$ cat src/cfg_loader_pkg.sv
// shared constants for the configuration stream loader
package cfg_loader_pkg;

	// clock and power-on reset timing
	localparam int CLK_PERIOD_NS    = 8;
	localparam int POR_SHORT_MS     = 12;
	localparam int POR_LONG_MS      = 100;
	localparam int NS_PER_MS        = 1000000;
	localparam int POR_SHORT_CYCLES = POR_SHORT_MS * NS_PER_MS / CLK_PERIOD_NS;
	localparam int POR_LONG_CYCLES  = POR_LONG_MS * NS_PER_MS / CLK_PERIOD_NS;
	localparam int POR_CNT_W        = 24;

	// scheme select codes
	localparam logic [2:0] SCHEME_BYTE_PLAIN = 3'h0;
	localparam logic [2:0] SCHEME_BYTE_X4    = 3'h1;
	localparam logic [2:0] SCHEME_SERIAL_PS  = 3'h2;
	localparam logic [2:0] SCHEME_SERIAL_AS  = 3'h3;

	// byte-parallel x4 capture phase and last serial bit index
	localparam logic [1:0] X4_CAPTURE_PHASE = 2'h0;
	localparam logic [2:0] SERIAL_LAST_BIT  = 3'h7;

	// key and stream framing
	localparam int KEY_W          = 256;
	localparam int KEY_BYTES      = KEY_W / 8;
	localparam int KEY_IDX_W      = 5;
	localparam int CHECK_BYTES    = 4;
	localparam int CHECK_IDX_W    = 3;
	localparam logic [31:0] CHECK_WORD = 32'hC0DE5EED;

	// run-length escape: escape byte, then a byte whose low nibble is the zero run
	localparam logic [7:0] RUN_ESCAPE = 8'hA5;
	localparam logic [7:0] RUN_FILL   = 8'h00;
	localparam int         RUN_W      = 4;

	// loader states, gray along por -> reset -> config -> error
	typedef enum logic [1:0] {
		ST_POR    = 2'h0,
		ST_RESET  = 2'h1,
		ST_CONFIG = 2'h3,
		ST_ERROR  = 2'h2
	} loader_state_e;

endpackage

$ cat src/config_stream_decompress_decrypt.sv
// configuration stream front end: power-on reset, capture, decrypt, expand
`timescale 1ns/100ps
`default_nettype none

// Overview of operation
// RULE1: expand compressed streams, never via boundary-scan
// RULE2: host holds each x4 byte four clocks
// RULE3: expansion outruns the link byte rate
// RULE4: per-device compression choice in serial chains
// RULE5: host gives all parallel-chain devices one setting
// RULE6: 256-bit key decrypts; wrong key fails
// RULE7: key from non-volatile or battery-backed store
// RULE8: serial decrypt keeps pace with bit rate
// RULE9: status held low until supplies good
// RULE10: brown-out when core and io supplies fail
// RULE11: delay select picks 12 ms or 100 ms
// RULE12: external low status extends reset
// RULE13: host holds request low on slow supplies
// RULE14: x4 mode captures every fourth rising edge
// RULE15: three link clocks of processing after capture
// RULE16: code 000 plain, 001 decrypt/decompress
// RULE17: reset stage while request or status low
// RULE18: words leave in stream order, none lost
module config_stream_decompress_decrypt #(
	parameter int POR_SHORT = cfg_loader_pkg::POR_SHORT_CYCLES,
	parameter int POR_LONG  = cfg_loader_pkg::POR_LONG_CYCLES
) (
	// clock and reset
	input  wire logic        mclk_i,
	input  wire logic        rstn_i,
	// supply monitors, high when above trip point, and reset delay select
	input  wire logic        core_supply_ok_i,
	input  wire logic        array_supply_ok_i,
	input  wire logic        io_supply_ok_i,
	input  wire logic        cfg_supply_ok_i,
	input  wire logic        predrv_supply_ok_i,
	input  wire logic        reset_delay_select_i,
	// configuration pins
	input  wire logic [2:0]  scheme_select_pins_i,
	input  wire logic        boundary_scan_cfg_i,
	input  wire logic        cfg_request_n_i,
	input  wire logic        status_n_i,
	output logic             status_n_o,
	output logic             status_n_oe_o,
	input  wire logic        cfg_link_clock_i,
	input  wire logic [7:0]  cfg_data_i,
	// per-device options
	input  wire logic        compress_en_i,
	input  wire logic        encrypt_en_i,
	input  wire logic        key_use_volatile_i,
	input  wire logic [255:0] key_nonvolatile_i,
	input  wire logic [255:0] key_volatile_i,
	// to configuration memory writer
	output logic             device_reset_o,
	output logic             cfg_busy_o,
	output logic             key_error_o,
	output logic [7:0]       cfg_word_o,
	output logic             cfg_word_valid_o
);

	// pin synchronisers: first stage feeds only the second
	logic [7:0] data_s1_reg, data_s2_reg;
	logic       clk_s1_reg, clk_s2_reg, clk_prev_reg;
	logic       req_s1_reg, req_s2_reg, stat_s1_reg, stat_s2_reg;
	logic [4:0] sup_s1_reg, sup_s2_reg;
	logic       sel_s1_reg, sel_s2_reg;
	always_ff @(posedge mclk_i)
	begin
		if (!rstn_i)
		begin
			data_s1_reg  <= 8'h00;
			data_s2_reg  <= 8'h00;
			clk_s1_reg   <= 1'b0;
			clk_s2_reg   <= 1'b0;
			clk_prev_reg <= 1'b0;
			req_s1_reg   <= 1'b0;
			req_s2_reg   <= 1'b0;
			stat_s1_reg  <= 1'b0;
			stat_s2_reg  <= 1'b0;
			sup_s1_reg   <= 5'h00;
			sup_s2_reg   <= 5'h00;
			sel_s1_reg   <= 1'b0;
			sel_s2_reg   <= 1'b0;
		end
		else
		begin
			data_s1_reg  <= cfg_data_i;
			data_s2_reg  <= data_s1_reg;
			clk_s1_reg   <= cfg_link_clock_i;
			clk_s2_reg   <= clk_s1_reg;
			clk_prev_reg <= clk_s2_reg;
			req_s1_reg   <= cfg_request_n_i;
			req_s2_reg   <= req_s1_reg;
			stat_s1_reg  <= status_n_i;
			stat_s2_reg  <= stat_s1_reg;
			sup_s1_reg   <= {core_supply_ok_i, array_supply_ok_i, io_supply_ok_i,
				cfg_supply_ok_i, predrv_supply_ok_i};
			sup_s2_reg   <= sup_s1_reg;
			sel_s1_reg   <= reset_delay_select_i;
			sel_s2_reg   <= sel_s1_reg;
		end
	end

	// decoded conditions
	logic link_rise, all_ok, brown_out, hold_reset, is_x4, is_serial;
	logic use_decrypt, use_expand;
	logic [255:0] key_sel;
	assign link_rise  = clk_s2_reg & ~clk_prev_reg;
	assign all_ok     = &sup_s2_reg;                                       // see RULE9
	// core or array low together with io, cfg or predriver low
	assign brown_out  = ~(sup_s2_reg[4] & sup_s2_reg[3]) & ~(&sup_s2_reg[2:0]); // see RULE10
	assign hold_reset = ~req_s2_reg | ~stat_s2_reg;                        // see RULE12 RULE13 RULE17
	assign is_x4      = scheme_select_pins_i == cfg_loader_pkg::SCHEME_BYTE_X4;   // see RULE16
	assign is_serial  = scheme_select_pins_i == cfg_loader_pkg::SCHEME_SERIAL_PS
		|| scheme_select_pins_i == cfg_loader_pkg::SCHEME_SERIAL_AS;
	// plain byte mode (000) bypasses both; boundary-scan never expands
	assign use_decrypt = encrypt_en_i & ~boundary_scan_cfg_i & (is_x4 | is_serial);
	assign use_expand  = compress_en_i & ~boundary_scan_cfg_i & (is_x4 | is_serial); // see RULE1 RULE4
	assign key_sel     = key_use_volatile_i ? key_volatile_i : key_nonvolatile_i; // see RULE7

	// loader state and datapath registers
	cfg_loader_pkg::loader_state_e state_reg, state_next;
	logic [cfg_loader_pkg::POR_CNT_W-1:0] por_cnt_reg, por_cnt_next, por_target;
	logic [1:0]  phase_reg, phase_next;
	logic [2:0]  bit_reg, bit_next;
	logic [7:0]  shift_reg, shift_next;
	logic [cfg_loader_pkg::KEY_IDX_W-1:0]   kidx_reg, kidx_next;
	logic [cfg_loader_pkg::CHECK_IDX_W-1:0] chk_reg, chk_next;
	logic        esc_reg, esc_next;
	logic [cfg_loader_pkg::RUN_W-1:0] run_reg, run_next;
	logic [7:0]  word_reg, word_next;
	logic        wvalid_reg, wvalid_next;

	// byte picked from the key by stream position
	function automatic logic [7:0] key_byte(input logic [255:0] k,
		input logic [cfg_loader_pkg::KEY_IDX_W-1:0] idx);
		key_byte = k[idx * 8 +: 8];
	endfunction

	assign por_target = sel_s2_reg ? cfg_loader_pkg::POR_CNT_W'(POR_SHORT)
		: cfg_loader_pkg::POR_CNT_W'(POR_LONG);                       // see RULE11

	// next-state logic for the whole loader
	logic       raw_valid;
	logic [7:0] raw_byte, plain;
	always_comb
	begin
		state_next  = state_reg;
		por_cnt_next = por_cnt_reg;
		phase_next  = phase_reg;
		bit_next    = bit_reg;
		shift_next  = shift_reg;
		kidx_next   = kidx_reg;
		chk_next    = chk_reg;
		esc_next    = esc_reg;
		run_next    = run_reg;
		word_next   = word_reg;
		wvalid_next = 1'b0;
		raw_valid   = 1'b0;
		raw_byte    = data_s2_reg;
		plain       = 8'h00;
		case (state_reg)
			cfg_loader_pkg::ST_POR:
			begin
				// count only while every supply is good
				if (!all_ok)
					por_cnt_next = '0;                                  // see RULE9
				else if (por_cnt_reg >= por_target)
					state_next = cfg_loader_pkg::ST_RESET;
				else
					por_cnt_next = por_cnt_reg + 1'b1;
			end
			cfg_loader_pkg::ST_RESET:
			begin
				phase_next = cfg_loader_pkg::X4_CAPTURE_PHASE;
				bit_next   = 3'h0;
				kidx_next  = '0;
				chk_next   = '0;
				esc_next   = 1'b0;
				run_next   = '0;
				if (!hold_reset)
					state_next = cfg_loader_pkg::ST_CONFIG;              // see RULE17
			end
			cfg_loader_pkg::ST_CONFIG:
			begin
				if (hold_reset)
					state_next = cfg_loader_pkg::ST_RESET;               // see RULE12
				// capture: serial shifts lsb first, x4 on phase 0 only
				if (link_rise && is_serial)
				begin
					shift_next = {data_s2_reg[0], shift_reg[7:1]};
					bit_next   = bit_reg + 1'b1;
					raw_byte   = {data_s2_reg[0], shift_reg[7:1]};
					raw_valid  = bit_reg == cfg_loader_pkg::SERIAL_LAST_BIT; // see RULE8
				end
				else if (link_rise && is_x4)
				begin
					phase_next = phase_reg + 1'b1;                      // see RULE15
					raw_valid  = phase_reg == cfg_loader_pkg::X4_CAPTURE_PHASE; // see RULE2 RULE14
				end
				else if (link_rise)
					raw_valid = 1'b1;
				// pending zero run drains one byte per clock
				if (run_reg != '0)
				begin
					run_next    = run_reg - 1'b1;
					word_next   = cfg_loader_pkg::RUN_FILL;
					wvalid_next = 1'b1;                                  // see RULE3
				end
				else if (raw_valid)
				begin
					plain = use_decrypt ? raw_byte ^ key_byte(key_sel, kidx_reg) : raw_byte; // see RULE6
					kidx_next = kidx_reg + 1'b1;
					if (use_decrypt && chk_reg < cfg_loader_pkg::CHECK_IDX_W'(cfg_loader_pkg::CHECK_BYTES))
					begin
						// leading check bytes prove the key matches
						chk_next = chk_reg + 1'b1;
						if (plain != cfg_loader_pkg::CHECK_WORD[chk_reg[1:0] * 8 +: 8])
							state_next = cfg_loader_pkg::ST_ERROR;           // see RULE6
					end
					else if (use_expand && esc_reg)
					begin
						esc_next = 1'b0;
						run_next = plain[cfg_loader_pkg::RUN_W-1:0];     // see RULE1
					end
					else if (use_expand && plain == cfg_loader_pkg::RUN_ESCAPE)
						esc_next = 1'b1;
					else
					begin
						word_next   = plain;
						wvalid_next = 1'b1;                              // see RULE18
					end
				end
			end
			cfg_loader_pkg::ST_ERROR:
			begin
				// stays here until the host restarts with the request line
				if (!req_s2_reg)
					state_next = cfg_loader_pkg::ST_RESET;
			end
			default:
				state_next = cfg_loader_pkg::ST_POR;
		endcase
		// brown-out (core side and io side both low) overrides everything
		if (state_reg != cfg_loader_pkg::ST_POR && brown_out)
		begin
			state_next   = cfg_loader_pkg::ST_POR;                       // see RULE10
			por_cnt_next = '0;
		end
	end

	// register the loader state
	always_ff @(posedge mclk_i)
	begin
		if (!rstn_i)
		begin
			state_reg   <= cfg_loader_pkg::ST_POR;
			por_cnt_reg <= '0;
			phase_reg   <= cfg_loader_pkg::X4_CAPTURE_PHASE;
			bit_reg     <= 3'h0;
			shift_reg   <= 8'h00;
			kidx_reg    <= '0;
			chk_reg     <= '0;
			esc_reg     <= 1'b0;
			run_reg     <= '0;
			word_reg    <= 8'h00;
			wvalid_reg  <= 1'b0;
		end
		else
		begin
			state_reg   <= state_next;
			por_cnt_reg <= por_cnt_next;
			phase_reg   <= phase_next;
			bit_reg     <= bit_next;
			shift_reg   <= shift_next;
			kidx_reg    <= kidx_next;
			chk_reg     <= chk_next;
			esc_reg     <= esc_next;
			run_reg     <= run_next;
			word_reg    <= word_next;
			wvalid_reg  <= wvalid_next;
		end
	end

	// open-drain status: only ever pulls low
	assign status_n_o       = 1'b0;
	assign status_n_oe_o    = state_reg == cfg_loader_pkg::ST_POR
		|| state_reg == cfg_loader_pkg::ST_ERROR;                      // see RULE9
	assign device_reset_o   = state_reg != cfg_loader_pkg::ST_CONFIG;
	assign cfg_busy_o       = is_x4 && phase_reg != cfg_loader_pkg::X4_CAPTURE_PHASE; // see RULE15
	assign key_error_o      = state_reg == cfg_loader_pkg::ST_ERROR;
	assign cfg_word_o       = word_reg;
	assign cfg_word_valid_o = wvalid_reg;

endmodule

`default_nettype wire

$ cat config.mk
export PLATFORM = sky130hd
export DESIGN_NAME = config_stream_decompress_decrypt
export DESIGN_NICKNAME = d
export VERILOG_FILES = /design/src/cfg_loader_pkg.sv /design/src/config_stream_decompress_decrypt.sv
export SDC_FILE = /design/constraint.sdc
export NUM_CORES = 1
export LEC_CHECK = 0
export BUFFER_PORTS_ARGS = -buffer_cell sky130_fd_sc_hd__buf_2
export CORE_AREA = 2 2 214 216
export CTS_BUF_LIST = sky130_fd_sc_hd__clkbuf_16
export DETAILED_ROUTE_END_ITERATION = 8
export DIE_AREA = 0 0 216 218
export GPL_ROUTABILITY_DRIVEN = 0
export GPL_TIMING_DRIVEN = 0
export PLACE_DENSITY = 0.41
export REMOVE_ABC_BUFFERS = 1
export SLEW_MARGIN = 15
export SYNTH_ARGS = -nofsm -noshare
export SYNTH_HDL_FRONTEND = slang
export SYNTH_SLANG_ARGS = --single-unit
$ cat constraint.sdc
create_clock -name mclk_i -period 5.7 [get_ports mclk_i]
set_clock_uncertainty 0.1 [all_clocks]
set_input_delay 0.285 -clock mclk_i [delete_from_list [all_inputs] [get_ports mclk_i]]
set_output_delay 0.285 -clock mclk_i [all_outputs]
set_load 0.1 [all_outputs]
Yosys cells after proc, flatten, opt, wreduce, memory -nomap -nowiden
Index checks and enable logic that the tools add are counted.
{"block": "totals", "register_bits": 96, "inputBits": 538, "out_inout_bits": 14, "elab_cells": 164}
{"block": "classes", "n_addsub": 6, "order_cmp": 2, "n_eq_ne": 29, "shift": 2, "muxes": 54, "bitwise_logic": 17, "reduce_logical": 30}
{"op": "2-to-1 mux 256 bit", "n": 1}
{"op": "indexed part select 256 x 9 -> 8 bit", "n": 1}
{"op": "2-to-1 mux 24 bit", "n": 3}
{"op": "2-to-1 mux 8 bit", "n": 8}
{"op": "!= test 2 bit, second input constant", "n": 16}
{"op": "indexed part select 32 x 6 -> 8 bit, first input constant", "n": 1}
{"op": "adder 24 x 1 -> 24 bit, second input constant", "n": 1}
{"op": ">= comparator 24 bit", "n": 1}
{"op": "2-to-1 mux 2 bit", "n": 11}
{"op": "2-to-1 mux 4 bit", "n": 4}
{"op": "AND reduction 5 bit", "n": 3}
{"op": "2-to-1 mux 1 bit", "n": 14}
{"op": "2-to-1 mux 3 bit", "n": 4}
{"op": "!= test 3 bit, second input constant", "n": 4}
{"op": "one-hot mux 3 bit (2 select lines)", "n": 2}
{"op": "AND reduction 4 bit", "n": 3}
{"op": "2-to-1 mux 5 bit", "n": 2}
{"op": "one-hot mux 5 bit (2 select lines)", "n": 1}
{"op": "AND reduction 3 bit", "n": 3}
{"op": "equality test 8 bit, second input constant", "n": 1}
{"op": "!= test 8 bit", "n": 1}
{"op": "one-hot mux 2 bit (4 select lines)", "n": 1}
{"op": "one-hot mux 4 bit (2 select lines)", "n": 1}
{"op": "AND reduction 2 bit", "n": 4}
{"op": "22 further kinds", "n": 49}

Longest topological paths before layout
Gate-level depths: netlist of run 1.
{"block": "depth", "ltp_word": 15, "ltp_mapped": 14, "ltp_nobuf": 11}

Least setup slack after synthesis of run 1
OpenSTA, ideal clock, no wires.
{"block": "synth_path", "path_kind": "input-to-reg", "start": "input scheme_select_pins_i[2]", "end": "register chk_reg[1] in the netlist's numbering", "setup_time_ns": 0.123, "arrival_ns": 3.137, "required_time_ns": 5.477, "setup_slack_ns": 2.340, "stages": 8, "path_buffers": 0, "path_cell_list": "or3b_2 > nor2_1 > nor2_1 > and3_1 > nand2_1 > mux2_2 > a22oi_1 > nor2b_1"}
{"block": "synth_between", "elab_chain_len": 7, "word_cells_on_any_way": 15, "classes_between": "eq/ne: 5; mux: 3; bitwise: 2; reduce/logical: 5"}
{"item": "start, declared", "line": "config_stream_decompress_decrypt.sv:39", "source": "input wire logic [2:0] scheme_select_pins_i,"}
{"item": "equality test 3 x 1 -> 1 bit, or another cell as far along", "line": "config_stream_decompress_decrypt.sv:113", "source": "assign is_x4 = scheme_select_pins_i == cfg_loader_pkg::SCHEME_BYTE_X4;"}
{"item": "logical AND 1 bit or logical OR 1 bit (tied branches)", "line": "config_stream_decompress_decrypt.sv:196, config_stream_decompress_decrypt.sv:115"}
{"item": "2-to-1 mux 1 bit, or another cell as far along", "line": "config_stream_decompress_decrypt.sv:196", "source": "else if (link_rise && is_x4)"}
{"item": "2-to-1 mux 1 bit or AND 1 bit (tied branches)", "line": "config_stream_decompress_decrypt.sv:189, config_stream_decompress_decrypt.sv:117"}
{"item": "2-to-1 mux 1 bit or logical AND 1 bit (tied branches)", "line": "config_stream_decompress_decrypt.sv:162, config_stream_decompress_decrypt.sv:214"}
{"item": "!= test 2 bit (no source line)"}
{"item": "AND reduction 4 bit (no source line) *"}
{"item": "end signal, assigned", "line": "config_stream_decompress_decrypt.sv:277", "source": "chk_reg <= chk_next;"}
{"item": "end, declared", "line": "config_stream_decompress_decrypt.sv:128", "source": "logic [cfg_loader_pkg::CHECK_IDX_W-1:0] chk_reg, chk_next;"}
Mark *: on every way between the ends. The rest lies on a longest branch, timed or not. The select of a mux whose other input is x is not followed.
A chain may end at the register's enable or synchronous reset.

Worst setup path after layout of run 1
{"block": "layout_path", "start": "register kidx_reg[2] in the netlist's numbering", "end": "register wvalid_reg, in the netlist cfg_word_valid_o"}
{"block": "layout_between", "elab_chain_len": 10}
{"item": "start, declared", "line": "config_stream_decompress_decrypt.sv:127", "source": "logic [cfg_loader_pkg::KEY_IDX_W-1:0] kidx_reg, kidx_next;"}
{"item": "start signal, assigned", "line": "config_stream_decompress_decrypt.sv:276", "source": "kidx_reg <= kidx_next;"}
{"item": "indexed part select 256 x 9 -> 8 bit", "line": "config_stream_decompress_decrypt.sv:137", "source": "key_byte = k[idx * 8 +: 8];"}
{"item": "bitwise XOR 8 bit", "line": "config_stream_decompress_decrypt.sv:212", "source": "plain = use_decrypt ? raw_byte ^ key_byte(key_sel, kidx_reg) : raw_byte;"}
{"item": "2-to-1 mux 8 bit", "line": "config_stream_decompress_decrypt.sv:212"}
{"item": "equality test 8 bit", "line": "config_stream_decompress_decrypt.sv:226", "source": "else if (use_expand && plain == cfg_loader_pkg::RUN_ESCAPE)"}
{"item": "logical AND 1 bit", "line": "config_stream_decompress_decrypt.sv:226"}
{"item": "2-to-1 mux 1 bit", "line": "config_stream_decompress_decrypt.sv:226"}
{"item": "2-to-1 mux 1 bit", "line": "config_stream_decompress_decrypt.sv:221", "source": "else if (use_expand && esc_reg)"}
{"item": "2-to-1 mux 1 bit", "line": "config_stream_decompress_decrypt.sv:214", "source": "if (use_decrypt && chk_reg < cfg_loader_pkg::CHECK_IDX_W'(cfg_loader_pkg::CHECK_BYTES))"}
{"item": "2-to-1 mux 1 bit", "line": "config_stream_decompress_decrypt.sv:210", "source": "else if (raw_valid)"}
{"item": "2-to-1 mux 1 bit", "line": "config_stream_decompress_decrypt.sv:204", "source": "if (run_reg != '0)"}
{"item": "end signal, assigned", "line": "config_stream_decompress_decrypt.sv:281", "source": "wvalid_reg <= wvalid_next;"}
{"item": "end, declared", "line": "config_stream_decompress_decrypt.sv:132", "source": "logic wvalid_reg, wvalid_next;"}
No other way between the ends.

==> metrics, run 1 <==
final hold slack 0.0291 ns; FILL cells just under 5000; Detail Route Antenna Nets 0; CTS Buf Count 9; post-DR wirelength/cell between 30 and 40 µm; Slew headroom 0.241; later-pin clock latency in the skew report 0.36 ns; CP Capture Type flip-flop; Synth-to-Final Area Change 42.9%; RSZ-0062 raised after global routing false; hold depth 2; sequential power share 0.379; GR Overflow Total 0; Top FF cell, synth dfxtp_1; wirelength, routed slightly below 60 mm; Sw Ratio 0.288; antenna violations before repair 109; GR peak layer met2; NumNets Final 1889; worst-margin pin slew between 1 and 1.5 ns; Worst Setup Start Kind flip-flop; Clock Root Buffer clkbuf_16; 1st-iter DRT viols between 800 and 900; Leak Pwr about 5.0 nW; WP data required 5.85 ns; clk sinks 95; # setup viols final 0; Final Core Density 0.276; RR Endpoint cfg_word_valid_o; via count a little over 10000; pin count of the biggest net entering global routing 72; flops & latches, synth 95; row count between 70 and 80; Min-Delay Startpoint core_supply_ok_i; Post-route DRC 0; Initial Util 0.193; min Tclk post-route ~4.4 ns; die width 216 µm; first-pass GRT wire length 79.4 mm; DIE AREA roughly 0.047 mm²; Cells after Synth between 800 and 900; Worst Path Arrival 4.57 ns; met1 usage 0.335; Final Slew Violations 0; CORE AREA around 0.045 mm²; peak fanout along the critical path 23; r2r worst-path depth 9; crit path kind flip-flop to flip-flop; power per cell area between 100 and 150 mW/mm²; hold crit path type primary input to flip-flop; FF-to-FF setup slack roughly 1.3 ns; met2 GRT Util 0.343; gr usage total 0.247; layout cell share with drive strength beyond 1 0.545; Post-Syn Area roughly 0.0087 mm²; status complete, no violations; EDFF count, synth 0; final hold violations 0; final setup TNS 0 ns; clk slew on worst S/H paths around 0.080 ns; H-tree depth 3; synth warn 0; share of the cycle needed by the critical path after routing 0.777; CTS tree done; clock network power share 0.358; Sw Pwr between 0.0005 and 0.0006 W; post-synthesis sequential area ratio 0.219; Synth async-reset ratio 0; Buffers on Ports 550; power share of the combinational group 0.262; Worst R2R Start kidx_reg[2]; # resized after CTS 0; drt first pass iters 5; CTS hold repair buffers 0; hold endpoint sup_s1_reg[4]; final instance area 0.0124 mm²; Avg Inst Size Synth approximately 10 µm²; CTS max path bufs 2; MaxCap Viol Count 0; VDD IR max 0.131 mV; post-DP HPWL approximately 52 mm; FMAX between 200 and 250 MHz; post-CTS setup buffers 0; placed inst area about 0.012 mm²; die height 218 µm; Ports roughly 550; vias per cell just over 5; met3 Use GR 0.122; Synth cell types between 60 and 70; vias in the first global route ~9800; Int Pwr about 0.0013 W; Largest register FFs 24
==> logic make-up after synthesis <==
family / after synthesis / share of synthesized area
AO/OA/AOI/OAI: 167 / 0.129
XOR/XNOR: 19 / 0.0226
adder cells (fa/ha/maj): 21 / 0.0303
buffers and inverters: 78 / 0.0473
flip-flops: 95 / 0.219
multiplexers: 169 / 0.383
other: 1 / 0.000432
AND/OR/NAND/NOR: 278 / 0.169
==> layer usage <==
metal,up-vias,share of wire,wire length [µm]
met5,-,0.0035,209
met4,32,0.029,1710
met3,111,0.13,7790
met2,690,0.40,23900
met1,4908,0.44,26000
li1,4311,-,-
==> synthesized netlist by cell type, types with 6 or more instances <==
cell        n  area (µm²)
o22ai_1    12        75.1
o21ai_0    38         190
xnor2_1     7        61.3
a22oi_1    23         173
nand3_1    26         130
clkbuf_1   25        93.8
nor2_1     29         109
mux2i_1    35         350
buf_6       9         101
nand4_1     6        37.5
buf_4       7        52.6
and3_1      7        43.8
nor3_1     17        85.1
dfxtp_1    95        1900
inv_1      12        45.0
a21oi_1    31         155
a211oi_1    9        67.6
nor2b_1    21         131
or3_1      21         131
nand2_1    71         267
a21boi_0    8        60.1
xor2_1      9        78.8
and2_1     43         269
nand2b_1   12        75.1
ha_1       21         263
mux4_2    130        2930
nand3b_1    6        45.0
buf_2      19        95.1
==> layout by cell type (no fill, tap or decap), drive strengths merged, types with 7 or more instances in the layout <==
| cell | Yosys | routed |
|---|---|---|
| xor2 | 9 | 9 |
| diode | 0 | 46 |
| inv | 12 | 17 |
| o22ai | 12 | 12 |
| nor2b | 21 | 21 |
| and3 | 7 | 7 |
| dfxtp | 95 | 95 |
| mux4 | 130 | 130 |
| buf | 40 | 556 |
| a21boi | 8 | 8 |
| a211oi | 9 | 9 |
| mux2i | 35 | 35 |
| nand3 | 26 | 26 |
| nor2 | 30 | 30 |
| nor3 | 17 | 17 |
| nand2b | 12 | 12 |
| ha | 21 | 21 |
| o21ai | 43 | 43 |
| xnor2 | 9 | 9 |
| nand2 | 71 | 71 |
| clkbuf | 25 | 9 |
| a21oi | 32 | 32 |
| and2 | 43 | 43 |
| a22oi | 24 | 24 |
| or3 | 21 | 21 |
==> worst max path at each step <==
stage / startpoint / to / slack, ns / depth (start not counted)
finish: kidx_reg[2] / cfg_word_valid_o / 1.27 / 9
global route: kidx_reg[2] / cfg_word_valid_o / 0.96 / 9
CTS: kidx_reg[2] / cfg_word_valid_o / 1.16 / 9
detailed placement: key_use_volatile_i / state_reg[0] / 1.12 / 11
global placement: kidx_reg[1] / cfg_word_valid_o / -2.63 / 9
floorplan: kidx_reg[1] / cfg_word_valid_o / 0.14 / 9
==> cell type report <==
type                            count  area [µm²]  share of cell area
Tap cell                          600         751              0.0605
Clock inverter                      7        88.8             0.00716
Clock buffer                        9         225              0.0182
Sequential cell                    95        1910               0.154
Antenna cell                       46         115             0.00928
Inverter                           13        48.8             0.00393
Multi-Input combinational cell    655        6380               0.514
Timing Repair Buffer              556        2890               0.233
==> stage by stage <==
step	setup WS, ns	total power (W)	cells
2_1_floorplan	0.136	0.000880	763
3_3_place_gp	-2.63	0.00116	1913
3_5_place_dp	1.12	0.00116	1919
4_1_cts	1.16	0.00181	1935
5_1_grt	0.964	0.00187	1950
6_report	1.27	0.00179	1981
==> critical path, stage by stage, from the launching register on <==
cell	delay (ns)
dfxtp_1	1.07
inv_1	0.65
mux2i_1	0.24
a2111oi_0	0.60
a21oi_1	0.09
o21ai_1	0.40
xnor2_2	0.22
nand4_1	0.16
o31a_1	0.50
o21a_1	0.26
==> power by group through the flow <==
stage / combinational (W) / sequential, W / clock [W]
finish: 0.000468 / 0.000677 / 0.000640
global route: 0.000500 / 0.000679 / 0.000694
CTS: 0.000467 / 0.000678 / 0.000664
detailed placement: 0.000466 / 0.000694 / 0
global placement: 0.000467 / 0.000694 / 0
floorplan: 0.000188 / 0.000692 / 0
No activity file was read; power rests on OpenSTA's default activity.
==> inputs of run 2 (changes only) <==
--- a/config.mk
+++ b/config.mk
@@ -5,14 +5,15 @@
 export SDC_FILE = /design/constraint.sdc
 export NUM_CORES = 1
 export LEC_CHECK = 0
+export ABC_AREA = 1
 export BUFFER_PORTS_ARGS = -buffer_cell sky130_fd_sc_hd__buf_2
-export CORE_AREA = 2 2 214 216
+export CORE_AREA = 2 2 215 217
 export CTS_BUF_LIST = sky130_fd_sc_hd__clkbuf_16
 export DETAILED_ROUTE_END_ITERATION = 8
-export DIE_AREA = 0 0 216 218
+export DIE_AREA = 0 0 217 219
 export GPL_ROUTABILITY_DRIVEN = 0
 export GPL_TIMING_DRIVEN = 0
-export PLACE_DENSITY = 0.41
+export PLACE_DENSITY = 0.45
 export REMOVE_ABC_BUFFERS = 1
 export SLEW_MARGIN = 15
 export SYNTH_ARGS = -nofsm -noshare
==> constraint.sdc (replaced) <==
create_clock -name mclk_i -period 3.8 [get_ports mclk_i]
set_clock_uncertainty 0.1 [all_clocks]
set_input_delay 0.19 -clock mclk_i [delete_from_list [all_inputs] [get_ports mclk_i]]
set_output_delay 0.19 -clock mclk_i [all_outputs]
set_load 0.1 [all_outputs]
==> run 2 against run 1 <==
  * Clock-buffer cell count stayed put
  * Sequential share of layout area is 1.2 points lower
  * Wire length is 0.13% higher
  * Final area is 8.5% higher
  * Power is 52% higher
  * Clock power is 43% higher
  * Worst setup slack worse by 0.99 ns
  * Final cell count is 48% higher
  * Core utilization is 2.2 points higher
  * Global-route usage is 1.1 points lower
  * Critical path type unchanged
  * Critical endpoint is now cfg_word_o[5]
  * Largest power group unchanged
==> metrics, run 2 <==
wirelength, routed ~60 mm; Synth top area share 0.311; 1st-iter DRT viols between 1000 and 1500; Synth Area in Adders 0.0265; most frequent cells in the layout nand2_1, buf_2, nand3_1; Post-route DRC 0; EDFF count, synth 0; H-tree depth 3; Worst Setup Start Kind flip-flop; status complete, no violations; Synth cell types 37; DIE AREA about 0.048 mm²; Final Slew Violations 0; post-DP HPWL between 40 and 50 mm; mux cell area share after synthesis 0; dpl cells about 2900; XOR/XNOR Fraction of Synth Area 0.00707; hold crit path type primary input to flip-flop; Post-Syn Area 0.00991 mm²; row count 78; final setup TNS 0 ns; CTS Buf Count 9; Avg Inst Size Synth ~5.3 µm²; clk slew on worst S/H paths roughly 0.08 ns; Leak Pwr 7.03 nW; Detail Route Antenna Nets 0; post-DR wirelength/cell slightly above 20 µm; CP Capture Type flip-flop; RSZ-0062 raised after global routing false; Ports approximately 550; peak fanout along the critical path 80; later-pin clock latency in the skew report around 0.35 ns; crit path kind flip-flop to flip-flop; die width about 220 µm; post-synthesis sequential area ratio 0.192; CORE AREA roughly 0.045 mm²; pin count of the biggest net entering global routing ~190; min Tclk post-route about 3.5 ns; Cells after Synth 1854; drt first pass iters 5; layout cell share with drive strength beyond 1 0.257; flops & latches, synth 95; Worst Path Arrival around 3.7 ns; Buffers on Ports 550; leading post-synthesis cells by cell area nand2_1, nand3_1, dfxtp_1; cell accounting for the most synthesized area nand2_1; NumNets Final approximately 2900; CTS tree done; worst-margin pin slew around 0.94 ns; top cells by count, synth nand2_1, nand3_1, inv_1; share of the cycle needed by the critical path after routing 0.925; VDD IR max between 0.15 and 0.2 mV; vias per cell 4.83; largest family of logic cells by synthesized area simple AND/OR/NAND/NOR gates; Top FF cell, synth dfxtp_1; WP data required just under 4 ns; power per cell area slightly above 200 mW/mm²; Clock Root Buffer clkbuf_16; Post-Synth Simple-Gate Area 0.595; gr usage total 0.236; first-pass GRT wire length 84.0 mm; CTS max path bufs 2; GR Overflow Total 0; antenna violations before repair 49; Synth async-reset ratio 0; Initial Util 0.220; most common cell after layout, fill and taps aside nand2_1; die height between 200 and 250 µm; # setup viols final 0; synth warn 0; MaxCap Viol Count 0; FMAX between 200 and 300 MHz; via count between 10000 and 15000; vias in the first global route between 10000 and 15000; Slew headroom 0.373; most frequent cell after synthesis nand2_1; compound-cell area share of the yosys netlist 0.0570; Largest register FFs 24; Final Non-Filler Cells 2940; FILL cells approximately 5300; Synth-to-Final Area Change 35.8%; clk sinks 95; final hold violations 0
==> run 2: cell types whose count changed in the layout (fill, tap and decap cells not counted), sizes merged, moves of 27 or more <==
cell,change
mux2i,-35
a21oi,+27
mux4,-130
nand2,+757
nand3,+436
inv,+105
diode,-30
and2,-43
==> run 2: worst paths after layout <==
kind              slack [ns]     startpoint  depth (start not counted)       endpoint
setup reg to reg        0.28    kidx_reg[0]                         19  cfg_word_o[5]
hold / removal          0.31         rstn_i                          3     sel_s1_reg
hold reg to reg         0.32  sup_s1_reg[4]                          2  sup_s2_reg[4]
setup / recovery        0.28    kidx_reg[0]                         19  cfg_word_o[5]
==> run 2: layout make-up <==
| type | instances | area, µm² | share of cell area |
|---|---|---|---|
| Multi-Input combinational cell | 1516 | 6810 | 0.506 |
| Timing Repair Buffer | 577 | 3170 | 0.236 |
| Sequential cell | 95 | 1910 | 0.142 |
| Tap cell | 600 | 751 | 0.0557 |
| Inverter | 120 | 480 | 0.0357 |
| Clock buffer | 9 | 225 | 0.0167 |
| Clock inverter | 7 | 75.1 | 0.00557 |
| Antenna cell | 16 | 40.0 | 0.00297 |
==> run 2: layer usage <==
metal / wire length (µm) / track usage
met1: 24500 / 0.296
met2: 29800 / 0.429
met3: 3790 / 0.0252
met4: 1470 / 0.0598
met5: 22 / 0
==> run 2: per-stage QoR <==
| stage | setup WS (ns) | hold WS [ns] | utilization | total power (W) | area, µm² |
|---|---|---|---|---|---|
| after floorplan | -2.07 | 0.183 | - | 0.00135 | 9150 |
| after global placement | -7.13 | 0.277 | 0.281 | 0.00181 | 12700 |
| after detailed placement | -0.527 | 0.275 | 0.286 | 0.00180 | 12900 |
| after CTS | 0.0497 | 0.310 | 0.297 | 0.00274 | 13400 |
| after global routing | 0.0228 | 0.329 | 0.299 | 0.00288 | 13500 |
| final | 0.284 | 0.313 | 0.299 | 0.00271 | 13500 |
==> run 2: worst max-delay path, stage by stage (launching register included) <==
cell and delay (ns):
dfxtp_4 0.44, buf_16 0.23, inv_12 0.23, buf_16 0.31
nand3_1 0.25, nand3_1 0.16, nand2_1 0.11, nand2_1 0.12
nand3_1 0.10, nand3_1 0.13, nand2_1 0.12, nand3b_1 0.15
nand3_1 0.13, inv_1 0.10, nand3_2 0.09, nand2_2 0.11
nand2_2 0.07, nand2_4 0.11, nand2_1 0.07, a21oi_1 0.13
==> run 2: power breakdown <==
group	total (W)	internal, W	switching [W]	leakage, nW
clock network	0.000912	0.000469	0.000443	0.151
registers	0.00102	0.00101	0.00000557	0.775
logic	0.000783	0.000356	0.000427	6.11
==> run 2: cells by family (layout without fill, tap and decap cells) <==
| family | count (synthesis) | count (layout) |
|---|---|---|
| other cells | 1 | 17 |
| fa+ha+maj | 21 | 21 |
| xor+xnor | 8 | 8 |
| buf+inv | 243 | 713 |
| compound gates | 106 | 106 |
| flops | 95 | 95 |
| simple gates | 1380 | 1380 |
==> run 2: what timing repair did <==
action,CTS,global route
hold buffers,17,0
hold endpoints to repair,17,0
buffers inserted,0,1
cloned,0,1
resized for setup,2,7
setup endpoints to repair,14,17
